## config.mk

```make
export PLATFORM = sky130hd
export DESIGN_NAME = scab_target
export DESIGN_NICKNAME = d
export VERILOG_FILES = /design/src/logic/scab_pkg.sv /design/src/logic/scab_age.sv /design/src/logic/scab_free_det.sv /design/src/logic/scab_target.sv
export SDC_FILE = /design/constraint.sdc
export NUM_CORES = 1
export LEC_CHECK = 0
export ABC_AREA = 1
export BUFFER_PORTS_ARGS = -buffer_cell sky130_fd_sc_hd__buf_2
export CAP_MARGIN = 20
export CORE_AREA = 2 2 95 134
export CTS_BUF_LIST = sky130_fd_sc_hd__clkbuf_8
export CTS_CLUSTER_SIZE = 28
export DETAILED_ROUTE_END_ITERATION = 12
export DIE_AREA = 0 0 97 136
export PLACE_DENSITY = 0.88
export SETUP_SLACK_MARGIN = 0.05
export SYNTH_ARGS = -nofsm -noshare
export SYNTH_HDL_FRONTEND = slang
export SYNTH_SLANG_ARGS = --single-unit
export TNS_END_PERCENT = 50
```

## constraint.sdc

```tcl
create_clock -name core_clk -period 9.97 [get_ports core_clk]
set_input_delay 0.997 -clock core_clk [delete_from_list [all_inputs] [get_ports core_clk]]
set_output_delay 0.997 -clock core_clk [all_outputs]
set_load 0.005 [all_outputs]
```

## src/logic/scab_pkg.sv

```systemverilog
package scab_pkg;

  // clock period and printed bus delays, in nanoseconds
  localparam int CLK_NS = 10;
  localparam int T_ARB_NS = 2400;
  localparam int T_ASSERT_NS = 90;
  localparam int T_CLEAR_NS = 800;
  localparam int T_FREE_NS = 800;
  localparam int T_SET_NS = 1800;
  localparam int T_SETTLE_NS = 400;
  localparam int T_DESKEW_NS = 45;
  localparam int T_DISC_NS = 200000;
  localparam int T_HOLD_NS = 45;
  localparam int T_NEG_NS = 90;
  localparam int T_RST_HOLD_NS = 200000;
  localparam int T_ABORT_NS = 200000;
  localparam int T_SELTO_NS = 250000000;

  // least times round up, longest times round down
  localparam int ARB_CYC = (T_ARB_NS + CLK_NS - 1) / CLK_NS;
  localparam int ASSERT_CYC = (T_ASSERT_NS + CLK_NS - 1) / CLK_NS;
  localparam int CLEAR_CYC = T_CLEAR_NS / CLK_NS;
  localparam int FREE_CYC = (T_FREE_NS + CLK_NS - 1) / CLK_NS;
  localparam int SET_CYC = T_SET_NS / CLK_NS;
  localparam int SETTLE_CYC = (T_SETTLE_NS + CLK_NS - 1) / CLK_NS;
  localparam int DESKEW2_CYC = (2 * T_DESKEW_NS + CLK_NS - 1) / CLK_NS;
  localparam int HOLD_CYC = (T_HOLD_NS + CLK_NS - 1) / CLK_NS;
  localparam int NEG_CYC = (T_NEG_NS + CLK_NS - 1) / CLK_NS;
  localparam int DISC_CYC = (T_DISC_NS + CLK_NS - 1) / CLK_NS;
  localparam int RST_HOLD_CYC = (T_RST_HOLD_NS + CLK_NS - 1) / CLK_NS;
  localparam int ABORT_CYC = T_ABORT_NS / CLK_NS;
  localparam int SELTO_CYC = (T_SELTO_NS + CLK_NS - 1) / CLK_NS;

  // counter widths
  localparam int AGE_W = 25;
  localparam int REQ_W = 8;
  localparam int QUIET_W = 8;

  // one bit per bus line, true means asserted
  typedef struct packed {
    logic bsy;
    logic sel;
    logic rst;
    logic atn;
    logic io;
    logic cd;
    logic msg;
    logic req;
    logic ack;
    logic dbp;
    logic [7:0] db;
  } scab_bus_t;

  // information phase lines chosen by the user side
  typedef struct packed {
    logic msg;
    logic cd;
    logic io;
  } scab_phase_t;

endpackage

```

## src/logic/scab_age.sv

```systemverilog
`timescale 1ns/10ps
`default_nettype none

module scab_age #(
  parameter int W = 8
) (
  input wire logic core_clk,
  input wire logic rst,
  input wire logic clr,
  output logic [W-1:0] count
);

  logic [W-1:0] count_ff;
  logic [W-1:0] nxt_count;

  // saturates so a long wait never wraps back to a short one
  assign nxt_count = clr ? '0 : ((&count_ff) ? count_ff : count_ff + W'(1));
  assign count = count_ff;

  always_ff @(posedge core_clk or posedge rst) begin
    if (rst) begin
      count_ff <= '0;
    end else begin
      count_ff <= nxt_count;
    end
  end

endmodule

`default_nettype wire

```

## src/logic/scab_free_det.sv

```systemverilog
`timescale 1ns/10ps
`default_nettype none

module scab_free_det
  import scab_pkg::*;
(
  input wire logic core_clk,
  input wire logic rst,
  input wire logic bsy_s,
  input wire logic sel_s,
  output logic bus_free
);

  logic [QUIET_W-1:0] quiet_ff;
  logic [QUIET_W-1:0] nxt_quiet;
  logic quiet_now;

  // both lines must stay false without a break
  assign quiet_now = !bsy_s && !sel_s;
  assign nxt_quiet = !quiet_now ? '0 : ((&quiet_ff) ? quiet_ff : quiet_ff + QUIET_W'(1));
  assign bus_free = quiet_ff >= QUIET_W'(SETTLE_CYC); // RULE11

  always_ff @(posedge core_clk or posedge rst) begin
    if (rst) begin
      quiet_ff <= '0;
    end else begin
      quiet_ff <= nxt_quiet;
    end
  end

endmodule

`default_nettype wire

```

## src/logic/scab_target.sv

```systemverilog
// Contract
// RULE1: arbitration drive of busy and own id starts within bus set delay of free
// RULE2: initiator releases data lines within data release delay after io rises
// RULE3: after a disconnect wait the disconnection delay before arbitrating again
// RULE4: data lines stay unchanged at least the hold time after a strobe
// RULE5: each sync strobe negation lasts at least the negation period
// RULE6: a driven bus reset lasts at least the reset hold time
// RULE7: busy answer to selection comes inside the abort window, never later
// RULE8: a selector waits at least the selection time-out for busy
// RULE9: sync strobe leading edges are spaced at least the transfer period
// RULE10: only one phase at a time; lines not called for stay released
// RULE11: bus free only after select and busy are false a settle delay
// RULE12: release all lines within clear delay once bus free is seen
// RULE13: target may drop busy to flag an error and abort the nexus
// RULE14: wait bus free delay after free, then assert busy with own id
// RULE15: abandon arbitration if free was last seen over a settle delay ago
// RULE16: after arbitration delay sample data; no higher id means win
// RULE17: a loser releases busy and id within clear delay of select
// RULE18: the winner holds every line for clear plus settle delay
// RULE19: a selector keeps io low, drives both ids and raises attention
// RULE20: selector releases busy after two deskews, then waits a settle delay
// RULE21: ignore selection with bad parity or more than two ids set
// RULE22: no request strobe until the select line has gone false
// RULE23: clear delay is 800 ns; clearing after free within 1200 ns
// RULE24: bus free delay is 800 ns
// RULE25: arbitration delay is 2.4 us with no maximum
// RULE26: every bus delay is a cycle count derived from the clock rate
`timescale 1ns/10ps
`default_nettype none

module scab_target #(
  parameter int DISC_LIM = scab_pkg::DISC_CYC,
  parameter int ABORT_LIM = scab_pkg::ABORT_CYC,
  parameter int RST_HOLD_LIM = scab_pkg::RST_HOLD_CYC,
  parameter int SELTO_LIM = scab_pkg::SELTO_CYC
) (
  input wire logic core_clk,
  input wire logic rst,
  input wire scab_pkg::scab_bus_t bus_in,
  output scab_pkg::scab_bus_t bus_out,
  output scab_pkg::scab_bus_t bus_oe,
  input wire logic [2:0] my_id,
  input wire logic sel_enable,
  input wire logic resel_req,
  input wire logic [2:0] init_id,
  input wire logic disc_req,
  input wire logic err_drop,
  input wire logic bus_reset_req,
  input wire scab_pkg::scab_phase_t phase_in,
  input wire logic req_go,
  input wire logic [7:0] tx_byte,
  input wire logic sync_en,
  input wire logic [7:0] xfer_cyc,
  output logic selected,
  output logic resel_ok,
  output logic resel_fail,
  output logic arb_lost,
  output logic nexus_abort,
  output logic connected,
  output logic req_ready,
  output logic bus_reset_seen,
  output logic [7:0] sel_ids
);
  import scab_pkg::*;

  typedef enum logic [3:0] {
    S_IDLE, S_FREE_WAIT, S_ARB, S_WIN_HOLD, S_RESEL_DRIVE, S_RESEL_WAIT,
    S_RESEL_BSY, S_SEL_RESP, S_CONN, S_DISC, S_RST_DRIVE
  } scab_state_t;

  scab_state_t state_ff, nxt_state;
  scab_bus_t sync1_ff, bus_s;
  scab_bus_t out_ff, nxt_out, oe_ff, nxt_oe;
  logic [AGE_W-1:0] age;
  logic [REQ_W-1:0] rise_age, low_age;
  logic bus_free, age_clr;
  logic disc_hold_ff, nxt_disc_hold;
  logic req_ff, nxt_req;
  logic [7:0] db_out_ff, nxt_db_out;
  scab_phase_t phase_ff, nxt_phase;
  logic [7:0] sel_ids_ff;
  logic sel_pulse_ff, resel_ok_ff, resel_fail_ff, lost_ff, abort_ff;

  // two flops on every pin before any logic looks at it
  always_ff @(posedge core_clk or posedge rst) begin
    if (rst) begin
      sync1_ff <= '0;
      bus_s <= '0;
    end else begin
      sync1_ff <= bus_in;
      bus_s <= sync1_ff;
    end
  end

  scab_free_det u_free (
    .core_clk(core_clk),
    .rst(rst),
    .bsy_s(bus_s.bsy),
    .sel_s(bus_s.sel),
    .bus_free(bus_free)
  );

  // cycles spent in the present state
  assign age_clr = (nxt_state != state_ff);
  scab_age #(.W(AGE_W)) u_state_age (
    .core_clk(core_clk),
    .rst(rst),
    .clr(age_clr),
    .count(age)
  );

  // id decode and selection qualification
  wire [7:0] own_bit = 8'h01 << my_id;
  wire [7:0] init_bit = 8'h01 << init_id;
  wire [7:0] higher_mask = ~((own_bit << 1) - 8'h01); // bits above our own id
  wire parity_ok = ^{bus_s.db, bus_s.dbp}; // odd parity over nine lines
  wire id_count_ok = ($countones(bus_s.db) <= 2);
  wire sel_seen = bus_s.sel && !bus_s.bsy && !bus_s.io && ((bus_s.db & own_bit) != 8'h00);
  wire sel_valid = sel_enable && sel_seen && parity_ok && id_count_ok; // RULE21
  wire higher_won = ((bus_s.db & higher_mask) != 8'h00); // RULE16
  wire ext_reset = bus_s.rst && !oe_ff.rst;
  wire arb_allowed = resel_req && bus_free && !disc_hold_ff;

  // phase sequencer
  always_comb begin
    nxt_state = state_ff;
    if (ext_reset) begin
      nxt_state = S_IDLE; // RULE12
    end else begin
      unique case (state_ff)
        S_IDLE: begin
          if (bus_reset_req) begin
            nxt_state = S_RST_DRIVE;
          end else if (sel_valid) begin
            nxt_state = S_SEL_RESP; // RULE7
          end else if (arb_allowed) begin
            nxt_state = S_FREE_WAIT;
          end
        end
        S_FREE_WAIT: begin
          if (!bus_free) begin
            nxt_state = S_IDLE; // RULE15
          end else if (age >= AGE_W'(FREE_CYC - 1)) begin
            nxt_state = S_ARB; // RULE14 RULE1 RULE24
          end
        end
        S_ARB: begin
          if (bus_s.sel) begin
            nxt_state = S_IDLE; // RULE17
          end else if (age >= AGE_W'(ARB_CYC)) begin
            nxt_state = higher_won ? S_IDLE : S_WIN_HOLD; // RULE16 RULE25
          end
        end
        S_WIN_HOLD: begin
          if (age >= AGE_W'(CLEAR_CYC + SETTLE_CYC)) begin
            nxt_state = S_RESEL_DRIVE; // RULE18
          end
        end
        S_RESEL_DRIVE: begin
          if (age >= AGE_W'(DESKEW2_CYC)) begin
            nxt_state = S_RESEL_WAIT;
          end
        end
        S_RESEL_WAIT: begin
          if (age >= AGE_W'(SETTLE_CYC) && bus_s.bsy) begin
            nxt_state = S_RESEL_BSY;
          end else if (age >= AGE_W'(SELTO_LIM)) begin
            nxt_state = S_IDLE; // RULE8
          end
        end
        S_RESEL_BSY: begin
          if (age >= AGE_W'(DESKEW2_CYC)) begin
            nxt_state = S_CONN;
          end
        end
        S_SEL_RESP: begin
          if (!bus_s.sel) begin
            nxt_state = S_CONN; // RULE22
          end
        end
        S_CONN: begin
          if (err_drop || disc_req) begin
            nxt_state = S_DISC; // RULE13
          end
        end
        S_DISC: begin
          if (!disc_hold_ff || age >= AGE_W'(DISC_LIM - 1)) begin
            nxt_state = S_IDLE; // RULE3
          end
        end
        S_RST_DRIVE: begin
          if (age >= AGE_W'(RST_HOLD_LIM - 1)) begin
            nxt_state = S_IDLE; // RULE6
          end
        end
      endcase
    end
  end

  // disconnect guard is set on a clean disconnect only
  assign nxt_disc_hold = (state_ff == S_CONN && disc_req && !err_drop) ? 1'b1 :
                         (state_ff == S_DISC) ? disc_hold_ff : 1'b0;

  // request strobe pacing in the connected phase
  wire in_conn = (state_ff == S_CONN) && (nxt_state == S_CONN);
  wire [REQ_W-1:0] space_min = (xfer_cyc > REQ_W'(ASSERT_CYC + NEG_CYC)) ?
                               xfer_cyc : REQ_W'(ASSERT_CYC + NEG_CYC);
  wire sync_ok = (low_age >= REQ_W'(NEG_CYC)) && (rise_age >= space_min); // RULE5 RULE9
  wire async_ok = !bus_s.ack;
  assign req_ready = in_conn && !req_ff && !bus_s.sel && (sync_en ? sync_ok : async_ok); // RULE22
  wire req_rise = req_ready && req_go;
  wire req_end = sync_en ? (rise_age >= REQ_W'(ASSERT_CYC - 1)) : bus_s.ack;
  assign nxt_req = !in_conn ? 1'b0 : (req_rise ? 1'b1 : (req_ff && !req_end));
  // data only changes at a new leading edge, far past the hold time
  assign nxt_db_out = req_rise ? tx_byte : db_out_ff; // RULE4
  // phase lines stay put while a strobe is out so they envelope it
  assign nxt_phase = (in_conn && !req_ff && !req_rise) ? phase_in : phase_ff;

  scab_age #(.W(REQ_W)) u_rise_age (
    .core_clk(core_clk),
    .rst(rst),
    .clr(req_rise),
    .count(rise_age)
  );

  scab_age #(.W(REQ_W)) u_low_age (
    .core_clk(core_clk),
    .rst(rst),
    .clr(req_ff),
    .count(low_age)
  );

  // line drive per state; anything not listed stays released
  always_comb begin
    nxt_oe = '0;
    nxt_out = '0;
    unique case (nxt_state)
      S_ARB: begin
        nxt_oe.bsy = 1'b1;
        nxt_oe.db = own_bit;
      end
      S_WIN_HOLD: begin
        nxt_oe.bsy = 1'b1;
        nxt_oe.sel = 1'b1;
        nxt_oe.db = own_bit;
      end
      S_RESEL_DRIVE, S_RESEL_BSY: begin
        nxt_oe.bsy = 1'b1;
        nxt_oe.sel = 1'b1;
        nxt_oe.io = 1'b1;
        nxt_oe.db = 8'hFF;
        nxt_oe.dbp = 1'b1;
      end
      S_RESEL_WAIT: begin
        nxt_oe.sel = 1'b1;
        nxt_oe.io = 1'b1;
        nxt_oe.db = 8'hFF;
        nxt_oe.dbp = 1'b1;
      end
      S_SEL_RESP: begin
        nxt_oe.bsy = 1'b1;
      end
      S_CONN: begin
        nxt_oe.bsy = 1'b1;
        nxt_oe.msg = 1'b1;
        nxt_oe.cd = 1'b1;
        nxt_oe.io = 1'b1;
        nxt_oe.req = 1'b1;
        nxt_oe.db = {8{phase_ff.io}};
        nxt_oe.dbp = phase_ff.io;
      end
      S_RST_DRIVE: begin
        nxt_oe.rst = 1'b1;
      end
      default: begin
        nxt_oe = '0; // RULE10 RULE12 RULE23
      end
    endcase
    nxt_out.bsy = 1'b1;
    nxt_out.sel = 1'b1;
    nxt_out.rst = 1'b1;
    nxt_out.msg = phase_ff.msg;
    nxt_out.cd = phase_ff.cd;
    nxt_out.io = (nxt_state == S_CONN) ? phase_ff.io : 1'b1;
    nxt_out.req = nxt_req;
    nxt_out.db = (nxt_state == S_CONN) ? nxt_db_out :
                 (nxt_oe.sel && nxt_oe.io) ? (own_bit | init_bit) : own_bit;
    nxt_out.dbp = ~^nxt_out.db;
  end

  // main registers
  always_ff @(posedge core_clk or posedge rst) begin
    if (rst) begin
      state_ff <= S_IDLE;
      out_ff <= '0;
      oe_ff <= '0;
      disc_hold_ff <= 1'b0;
      req_ff <= 1'b0;
      db_out_ff <= 8'h00;
      phase_ff <= '0;
    end else begin
      state_ff <= nxt_state;
      out_ff <= nxt_out;
      oe_ff <= nxt_oe;
      disc_hold_ff <= nxt_disc_hold;
      req_ff <= nxt_req;
      db_out_ff <= nxt_db_out;
      phase_ff <= nxt_phase;
    end
  end

  // user-side event pulses and captured ids
  always_ff @(posedge core_clk or posedge rst) begin
    if (rst) begin
      sel_pulse_ff <= 1'b0;
      resel_ok_ff <= 1'b0;
      resel_fail_ff <= 1'b0;
      lost_ff <= 1'b0;
      abort_ff <= 1'b0;
      sel_ids_ff <= 8'h00;
    end else begin
      sel_pulse_ff <= (state_ff == S_IDLE) && (nxt_state == S_SEL_RESP);
      resel_ok_ff <= (state_ff == S_RESEL_BSY) && (nxt_state == S_CONN);
      resel_fail_ff <= (state_ff == S_RESEL_WAIT) && (nxt_state == S_IDLE);
      lost_ff <= (state_ff == S_ARB) && (nxt_state == S_IDLE);
      abort_ff <= (state_ff == S_CONN) && err_drop; // RULE13
      if ((state_ff == S_IDLE) && (nxt_state == S_SEL_RESP)) begin
        sel_ids_ff <= bus_s.db;
      end
    end
  end

  assign bus_out = out_ff;
  assign bus_oe = oe_ff;
  assign selected = sel_pulse_ff;
  assign resel_ok = resel_ok_ff;
  assign resel_fail = resel_fail_ff;
  assign arb_lost = lost_ff;
  assign nexus_abort = abort_ff;
  assign connected = (state_ff == S_CONN);
  assign bus_reset_seen = bus_s.rst;
  assign sel_ids = sel_ids_ff;

  chk_idle_release: assert property (@(posedge core_clk) disable iff (rst) // RULE12
    (state_ff == S_IDLE) |-> (bus_oe == '0))
    else $error("lines driven while idle");

  chk_arb_entry: assert property (@(posedge core_clk) disable iff (rst) // RULE14
    (state_ff == S_FREE_WAIT && nxt_state == S_ARB) |->
      bus_free && age >= AGE_W'(FREE_CYC - 1) && age < AGE_W'(SET_CYC) ##1
      bus_oe.bsy && bus_oe.db == own_bit)
    else $error("arbitration drive outside free window");

  chk_arb_sample: assert property (@(posedge core_clk) disable iff (rst) // RULE16
    (state_ff == S_ARB && nxt_state == S_WIN_HOLD) |-> age >= AGE_W'(ARB_CYC) && !higher_won)
    else $error("arbitration decided early or wrongly");

  chk_lose_release: assert property (@(posedge core_clk) disable iff (rst) // RULE17
    (state_ff == S_ARB && bus_s.sel) |=> (bus_oe == '0))
    else $error("loser kept driving after select");

  chk_win_stable: assert property (@(posedge core_clk) disable iff (rst) // RULE18
    (state_ff == S_WIN_HOLD && $past(state_ff) == S_WIN_HOLD) |->
      $stable(bus_oe) && $stable(bus_out))
    else $error("winner changed lines during hold");

  chk_disc_delay: assert property (@(posedge core_clk) disable iff (rst) // RULE3
    (state_ff == S_DISC && disc_hold_ff && nxt_state == S_IDLE && !ext_reset) |->
      age >= AGE_W'(DISC_LIM - 1))
    else $error("disconnect delay cut short");

  chk_sel_answer: assert property (@(posedge core_clk) disable iff (rst) // RULE7
    (state_ff == S_IDLE && nxt_state == S_SEL_RESP) |=> bus_oe.bsy ##1 bus_oe.bsy)
    else $error("busy answer to selection missing");

  chk_sel_ignore: assert property (@(posedge core_clk) disable iff (rst) // RULE21
    (state_ff == S_IDLE && (!parity_ok || !id_count_ok)) |=> state_ff != S_SEL_RESP)
    else $error("bad selection was answered");

  chk_req_gap: assert property (@(posedge core_clk) disable iff (rst) // RULE22
    $rose(bus_out.req) |-> $past(!bus_s.sel) &&
      (!$past(sync_en) || $past(low_age) >= REQ_W'(NEG_CYC)))
    else $error("request raised too soon");

  chk_rst_hold: assert property (@(posedge core_clk) disable iff (rst) // RULE6
    $fell(bus_oe.rst) |-> $past(age) >= AGE_W'(RST_HOLD_LIM - 1) || ext_reset)
    else $error("bus reset released early");

endmodule

`default_nettype wire

```

==> results of run 1 <==
-- power by group --
group          leakage, uW  switching, uW  internal [uW]  total [uW]
registers          0.00173           70.9            659         730
clock network     0.000191            225            198         423
logic              0.00259            477            254         731
-- cell usage after synthesis (2+ instances only) --
cell	number
nand2_1	258
inv_1	140
dfrtp_1	134
nor2_1	121
nand3_1	78
o21ai_0	43
nor3_1	34
nand2_2	25
a21oi_1	24
ha_1	22
nand4_1	17
xor2_1	12
nor2_2	10
buf_4	9
a211oi_1	8
nand3b_1	7
nor4_1	7
a31oi_1	6
buf_2	5
buf_6	5
clkbuf_1	4
fa_1	4
inv_2	4
o22ai_1	4
or2_2	3
conb_1	2
mux2_2	2
nand2_4	2
nand3_2	2
nor2_4	2
nor2_8	2
nor3_2	2
o211ai_1	2
o21ai_1	2
-- worst min-delay path by stage --
stage / start / to / depth (start not counted)
finish: sync1_ff[17] / bus_s[17] / 0
global route: sync1_ff[17] / bus_s[17] / 0
CTS: sync1_ff[17] / bus_s[17] / 0
detailed placement: sync1_ff[3] / bus_s[3] / 0
global placement: sync1_ff[0] / bus_s[0] / 0
floorplan: sync1_ff[15] / bus_reset_seen / 0
-- metrics by stage --
step           hold WS [ns]  setup slack, ns    util
3_5_place_dp         0.3347            4.564  0.6801
6_report             0.3459            4.019  0.7104
4_1_cts              0.3511            4.011  0.7104
2_1_floorplan        0.3312            5.235       -
3_3_place_gp         0.3314            4.611  0.6801
5_1_grt              0.3522            3.709  0.7104
-- cells by family after synthesis --
family	count (synthesis)
AND/OR/NAND/NOR	575
AO/OA/AOI/OAI	94
other	2
XOR/XNOR	13
buffers and inverters	167
flip-flops	134
adder cells (fa/ha/maj)	26
multiplexers	2
-- layer usage --
layer	routed length, microns	up-vias
met5	0	-
met4	534	0
met3	933	55
met2	9078	261
met1	6743	3231
li1	-	3425
-- state kept, by name, indices dropped and copies added, names as in the netlist, 2 cells and up --
register and flops:
bus_oe 14, bus_out 13, bus_s 13, db_out_ff 8, nxt_out 2, sel_ids 8
state_ff 4, sync1_ff 14, u_free.quiet_ff 8, u_low_age.count 8, u_rise_age.count 8, u_state_age.count 25
-- critical path, delay by kind of cell, from the launching register on --
| kind | cells | cell delay [ns] |
|---|---|---|
| adders and majority gates | 5 | 2.13 |
| and+or+nand+nor | 11 | 1.33 |
| AOI/OAI and AO/OA | 2 | 0.21 |
| DFF | 1 | 0.48 |
| buffers and inverters | 4 | 0.31 |
-- cell usage in the layout (no fill, tap or decap), drive strengths merged, types with 3 or more instances in the layout --
cell	n
nand2	285
inv	150
nor2	135
dfrtp	134
buf	96
nand3	81
o21ai	45
nor3	36
a21oi	24
ha	22
nand4	18
clkbuf	17
xor2	12
a211oi	8
nor4	8
nand3b	7
a31oi	6
clkinv	6
conb	5
o22ai	4
fa	4
or2	3
-- layout make-up --
class	instances	area [sq um]	area share
Tap cell	150	187.7	0.02189
Clock buffer	17	234.0	0.02728
Multi-Input combinational cell	715	3643	0.4249
Clock inverter	15	131.4	0.01532
Sequential cell	134	3353	0.3910
Inverter	144	543.0	0.06332
Timing Repair Buffer	96	483.0	0.05632
==> results.tsv, run 1 <==
stage	metric	value	unit
status	status	finished clean	
placed_design	dp_cells	1239	
cts	htree_levels	4	
worst_setup_path	cp-endpoint	req_ready	
logic_synthesis	synthMuxAreaShare	0.002929	
sta	hold_violations	0	
power_and_ir_drop	p_per_area	219.7	nW/um^2
detailed_routing	wl_per_cell	13.60	microns
cts	cts.sinks	134	
grt	met3_usage	0.04216	
placed_design	placed_area	8210	sq um
cts	max-clock-path-buffers	2	
sta	fin_worst_skew	0.01145	ns
logic_synthesis	synthDominantCellAreaShare	0.4361	
placed_design	dp_hpwl	12900	microns
logic_synthesis	yosys.area.top_type	dfrtp_1	
finish	fin_nets	1186	
finish	syn_to_final_growth	11.52	%
logic_synthesis	yosysUniqueCellTypes	45	
grt	grt_overflow_total	0	
logic_synthesis	synth_fa_ha_area_frac	0.04621	
grt	grt_first_pass_wirelength	28610	microns
worst_setup_path	arrival	4.95	ns
detailed_routing	drt-initial-drc-count	441	
floorplanning	coreArea	12070	sq um
detailed_routing	routed_wl	17290	microns
job	cap_violations	0	
finish	final_cell_area	8576	sq um
sta	rsz0062_at_grt	false	
logic_synthesis	synth_top_flop_cell	dfrtp_1	
grt	antenna_found_initial	0	
cts	cts_hold_buf	0	
cts	cts_tree	yes	
cts	cts_root_buf	clkbuf_8	
placed_design	gp_congestion	0.9425	
cts	cts_resized	0	
power_and_ir_drop	ir_drop	0.1836	mV
logic_synthesis	synth_edf_count	0	
grt	first_global_vias	6527	
logic_synthesis	synth_top_family_by_area	simple AND/OR/NAND/NOR gates	
logic_synthesis	synth-seq-area-share	0.4361	
finish	fill_cells	949	
logic_synthesis	synth.cell_area	7690	sq um
logic_synthesis	synth_compound_area_frac	0.06866	
grt	grt-busiest-layer	met2	
logic_synthesis	synthXorXnorAreaFrac	0.01481	
worst_setup_path	cp-startpoint	bus_s[0]	
sta	worstMarginPinSlew	0.8471	ns
sta	setup_viol	0	
logic_synthesis	ys_seq_elements	134	
worst_setup_path	r2r_setup_slack	4.47	ns
finish	n_antenna_cell	0	
floorplanning	die_w	97	microns
worst_setup_path	cp_cell_sequence	fa_1, inv_1, fa_1, fa_1, inv_1, ha_1, inv_1, fa_1, o21ai_0, nor2_1, nand2_1, a21oi_1, nand3_1, nand2_1, nand2_1, nand3_1, nand2_2, nand2_4, nor2_8, nand3_4, nor2_8, buf_2	
worst_setup_path	slowest_delay	0.57	ns
worst_setup_path	worstPathMaxFanout	23	
logic_synthesis	yosys_warnings	0	
detailed_routing	via_per_inst	5.485	
finish	final_cells	1271	
worst_setup_path	rr_startpoint	bus_s[0]	
floorplanning	pin_count	104	
sta	tns	0	ns
detailed_routing	vias	6972	
worst_setup_path	cp-end-kind	primary output	
finish	final_layout_size_suffix_gt1_frac	0.1641	
power_and_ir_drop	p_leak	0.004510	uW
cts	clock_latency	0.46	ns
sta	max_freq	168.0	MHz
worst_setup_path	crit_required	8.97	ns
grt	grtUsageTotal	0.2670	
worst_setup_path	crit_slowest_cell	fa_1	
floorplanning	dieHeight	136	microns
worst_setup_path	r2r.worst_path.cells	29	
grt	grtUsageMet2	0.4877	
logic_synthesis	async_flop_share	1.000	
cts	post_cts_buffers	0	
logic_synthesis	postSynthCellCount	1013	
sta	relSlewSlack	0.4353	
floorplanning	rows	48	
placed_design	io_buffers	95	
worst_setup_path	start_kind	register	
worst_setup_path	path_class	reg -> out	
worst_setup_path	reg2reg_to	bus_out[8]	
logic_synthesis	syn_area_per_cell	7.591	sq um
detailed_routing	ant_nets	0	
floorplanning	die-area	13190	sq um
grt	use_met1	0.3070	
detailed_routing	dr.pass1.iters	5	
detailed_routing	drc_errors	0	
hold_path	min_path_type	reg -> reg	
sta	period_minus_slack	5.951	ns
cts	cts_buffers	17	
grt	grt_max_degree	71	
power_and_ir_drop	power	1884	uW
logic_synthesis	ys_top_cells_by_area	dfrtp_1, nand2_1, inv_1, nor2_1, nand3_1	
cts	clkTransAtPathRegs	0.08	ns
sta	finalCritPeriodShare	0.5969	
floorplanning	start_util	0.6370	
logic_synthesis	yosys.area_share.simple	0.3388	
sta	drv_slew	0	
worst_setup_path	crit_top_cell	fa_1	
Note: power is estimated with default switching activity, not from simulation.
==> inputs of run 2 (changes only) <==
--- a/config.mk
+++ b/config.mk
@@ -8,12 +8,12 @@
 export ABC_AREA = 1
 export BUFFER_PORTS_ARGS = -buffer_cell sky130_fd_sc_hd__buf_2
 export CAP_MARGIN = 20
-export CORE_AREA = 2 2 95 134
+export CORE_AREA = 2 2 104 147
 export CTS_BUF_LIST = sky130_fd_sc_hd__clkbuf_8
 export CTS_CLUSTER_SIZE = 28
 export DETAILED_ROUTE_END_ITERATION = 12
-export DIE_AREA = 0 0 97 136
-export PLACE_DENSITY = 0.88
+export DIE_AREA = 0 0 106 149
+export PLACE_DENSITY = 0.77
 export SETUP_SLACK_MARGIN = 0.05
 export SYNTH_ARGS = -nofsm -noshare
 export SYNTH_HDL_FRONTEND = slang
==> constraint.sdc (replaced) <==
create_clock -name core_clk -period 4.95 [get_ports core_clk]
set_input_delay 0.495 -clock core_clk [delete_from_list [all_inputs] [get_ports core_clk]]
set_output_delay 0.495 -clock core_clk [all_outputs]
set_load 0.005 [all_outputs]
==> run 2 against run 1 <==
Net effect:
- the flow now finishes with violations (setup timing)
- sequential share of layout area is 1.8 points lower
- combinational power grew 140%
- non-clock buffer count rose by 27
- via count grew 0.42%
- critical path depth increased by 1
- clock power increased by 130%
- utilization down 9.6 points
- routed wire length rose by 4.5%
- power is 120% higher
- clock skew increased by 0.0037 ns
- flip-flop and latch count unchanged
- first-iteration DRC count down 20%
==> results.tsv, run 2 (synthesized netlist as in run 1, its figures left out) <==
stage	metric	value	unit	change
detailed_routing	dr.pass1.iters	5		unchanged
sta	worst_slack	-0.008777	ns	-4.027 ns
power_and_ir_drop	ir_drop	0.2540	mV	+38%
grt	antenna_found_initial	0		unchanged
cts	cts.sinks	134		unchanged
detailed_routing	via_per_inst	5.225		-4.8%
finish	fin_nets	1213		+2.3%
sta	tns	-0.008777	ns	-0.008777 ns
sta	worstMarginPinSlew	0.8643	ns	+0.01723 ns
power_and_ir_drop	power	4226	uW	+120%
detailed_routing	ant_nets	0		unchanged
power_and_ir_drop	p_per_area	469.4	nW/um^2	+110%
finish	n_antenna_cell	0		unchanged
grt	grtUsageTotal	0.2311		-0.03585
grt	grt_first_pass_wirelength	29100	microns	+1.7%
floorplanning	die-area	15790	sq um	+20%
cts	clock_latency	0.45	ns	about the same
sta	fin_worst_skew	0.01513	ns	+0.003678 ns
placed_design	gp_congestion	0.9215		-2.2%
finish	final_layout_size_suffix_gt1_frac	0.1960		+0.03185
finish	syn_to_final_growth	17.07	%	
sta	finalCritPeriodShare	1.002		
detailed_routing	vias	7001		+0.42%
worst_setup_path	r2r.worst_path.cells	33		+14%
worst_setup_path	slowest_delay	0.54	ns	-0.03 ns
cts	max-clock-path-buffers	2		unchanged
detailed_routing	routed_wl	18080	microns	+4.5%
floorplanning	dieHeight	149	microns	+9.6%
grt	grt_max_degree	98		+38%
status	violations	setup timing		
job	cap_violations	0		unchanged
placed_design	io_buffers	95		unchanged
cts	htree_levels	4		unchanged
finish	fill_cells	1325		+40%
sta	rsz0062_at_grt	true		
worst_setup_path	start_kind	register		
finish	seq_area	3354	sq um	about the same
worst_setup_path	crit_top_cell	nand2_1		
floorplanning	start_util	0.5247		-0.1123
worst_setup_path	rr_startpoint	bus_s[1]		
worst_setup_path	worstPathMaxFanout	4		-83%
finish	multiInputGateArea	3700	sq um	+1.5%
floorplanning	rows	53		+10%
hold_path	whs_endpoint	sync1_ff[2]		
worst_setup_path	crit_required	4.45	ns	-4.52 ns
grt	grt_overflow_total	0		unchanged
finish	final_cell_mix	nand2_1, inv_1, dfrtp_1		
sta	relSlewSlack	0.4238		-0.01149
detailed_routing	drt-initial-drc-count	351		-20%
sta	setup_viol	1		+1
cts	cts_tree	yes		
worst_setup_path	cp-end-kind	primary output		
sta	drv_slew	0		unchanged
floorplanning	coreArea	14660	sq um	+21%
cts	clkTransAtPathRegs	0.09	ns	about the same
placed_design	dp_hpwl	13290	microns	+3.0%
worst_setup_path	path_class	reg -> out		
cts	cts_root_buf	clkbuf_8		
detailed_routing	drc_errors	0		unchanged
finish	finalCoreUtilization	0.6143		-0.09613
worst_setup_path	arrival	4.46	ns	-0.49 ns
cts	cts_hold_buf	0		unchanged
grt	first_global_vias	6612		+1.3%
detailed_routing	wl_per_cell	13.49	microns	-0.84%
power_and_ir_drop	p_leak	0.004685	uW	+3.9%
worst_setup_path	reg2reg_to	bus_out[8]		
finish	layout_commonest_cell	nand2_1		
worst_setup_path	r2r_setup_slack	0.09	ns	-4.38 ns
hold_path	holdPathStages	1		+1
worst_setup_path	crit_slowest_cell	fa_1		
worst_setup_path	cp_cell_sequence	fa_1, inv_1, fa_1, fa_1, inv_1, ha_2, inv_2, fa_2, o21ai_2, nor2_1, nand2_1, a21oi_2, nand3_2, nand2_1, nand2_1, nand2_1, nand3_2, buf_6, nand2_8, nor2_8, nand3_4, nor2_8, buf_6		
floorplanning	die_w	106	microns	+9.3%
floorplanning	pin_count	104		unchanged
finish	largest_reg_flops	25		unchanged
hold_path	min_from	bus_in[2]		
hold_path	min_path_type	in -> reg		
cts	cts_buffers	17		unchanged
sta	period_minus_slack	4.959	ns	
sta	max_freq	201.7	MHz	
status	status	finished, violations left		
sta	hold_violations	0		unchanged
run 2: cell count changes in the layout (fill, tap and decap cells not counted), moves of 3 or more:
cell     delta
o21ai_0     -6
inv_1       -3
buf_4      +21
buf_6       +5
o21ai_1     +4
run 2: metrics by stage:
stage | area (sq um) | hold WS [ns] | std cells | setup WS [ns]
finish | 9002 | 0.1393 | 1340 | -0.008777
global placement | 8363 | 0.3318 | 1294 | 0.1084
floorplan | 7701 | 0.3312 | 1016 | 0.4469
global route | 9002 | 0.1207 | 1340 | -0.1890
detailed placement | 8363 | 0.3347 | 1294 | 0.005638
CTS | 8853 | 0.1194 | 1332 | 0.04060
run 2: what timing repair did:
| item | CTS | global route |
|---|---|---|
| pin swaps | 7 | 5 |
| cloned | 0 | 1 |
| resized for setup | 10 | 21 |
| endpoints found under the setup margin | 3 | 15 |
| buffers inserted | 6 | 7 |
run 2: power breakdown:
part / internal [uW] / total (uW) / switching, uW
Clock: 517 / 976 / 459
Sequential: 1330 / 1470 / 144
Combinational: 723 / 1780 / 1060
run 2: worst max path at each step:
stage          slack (ns)  startpoint          to  cells after the start
6_report           -0.009    bus_s[1]   req_ready                     23
5_1_grt             -0.19    bus_s[1]   req_ready                     23
4_1_cts              0.04    bus_s[0]   req_ready                     22
3_5_place_dp        0.006    bus_s[0]  bus_out[8]                     30
3_3_place_gp         0.11    bus_s[0]  bus_out[8]                     30
2_1_floorplan        0.45    bus_s[0]  bus_out[8]                     28
run 2: critical path, delay by kind of cell (launching register included):
kind            cells  cell delay [ns]
compound gates      2             0.17
simple gates       11             0.85
flops               1             0.41
fa+ha+maj           5             2.16
buf+inv             5             0.43
run 2: metal layers:
metal	vias up	part of all wire	track usage
met5	-	0	0
met4	0	0.038	0.1145
met3	54	0.044	0.04412
met2	208	0.51	0.4155
met1	3262	0.40	0.2609
li1	3477	-	-
run 2: final cells by class:
class | instances | share of cell area
clock buffers | 18 | 0.02752
clock inverters | 14 | 0.01946
inverters | 144 | 0.06088
multi-input cells | 715 | 0.4110
flip-flops and latches | 134 | 0.3726
well taps | 192 | 0.02669
repair buffers | 123 | 0.08186
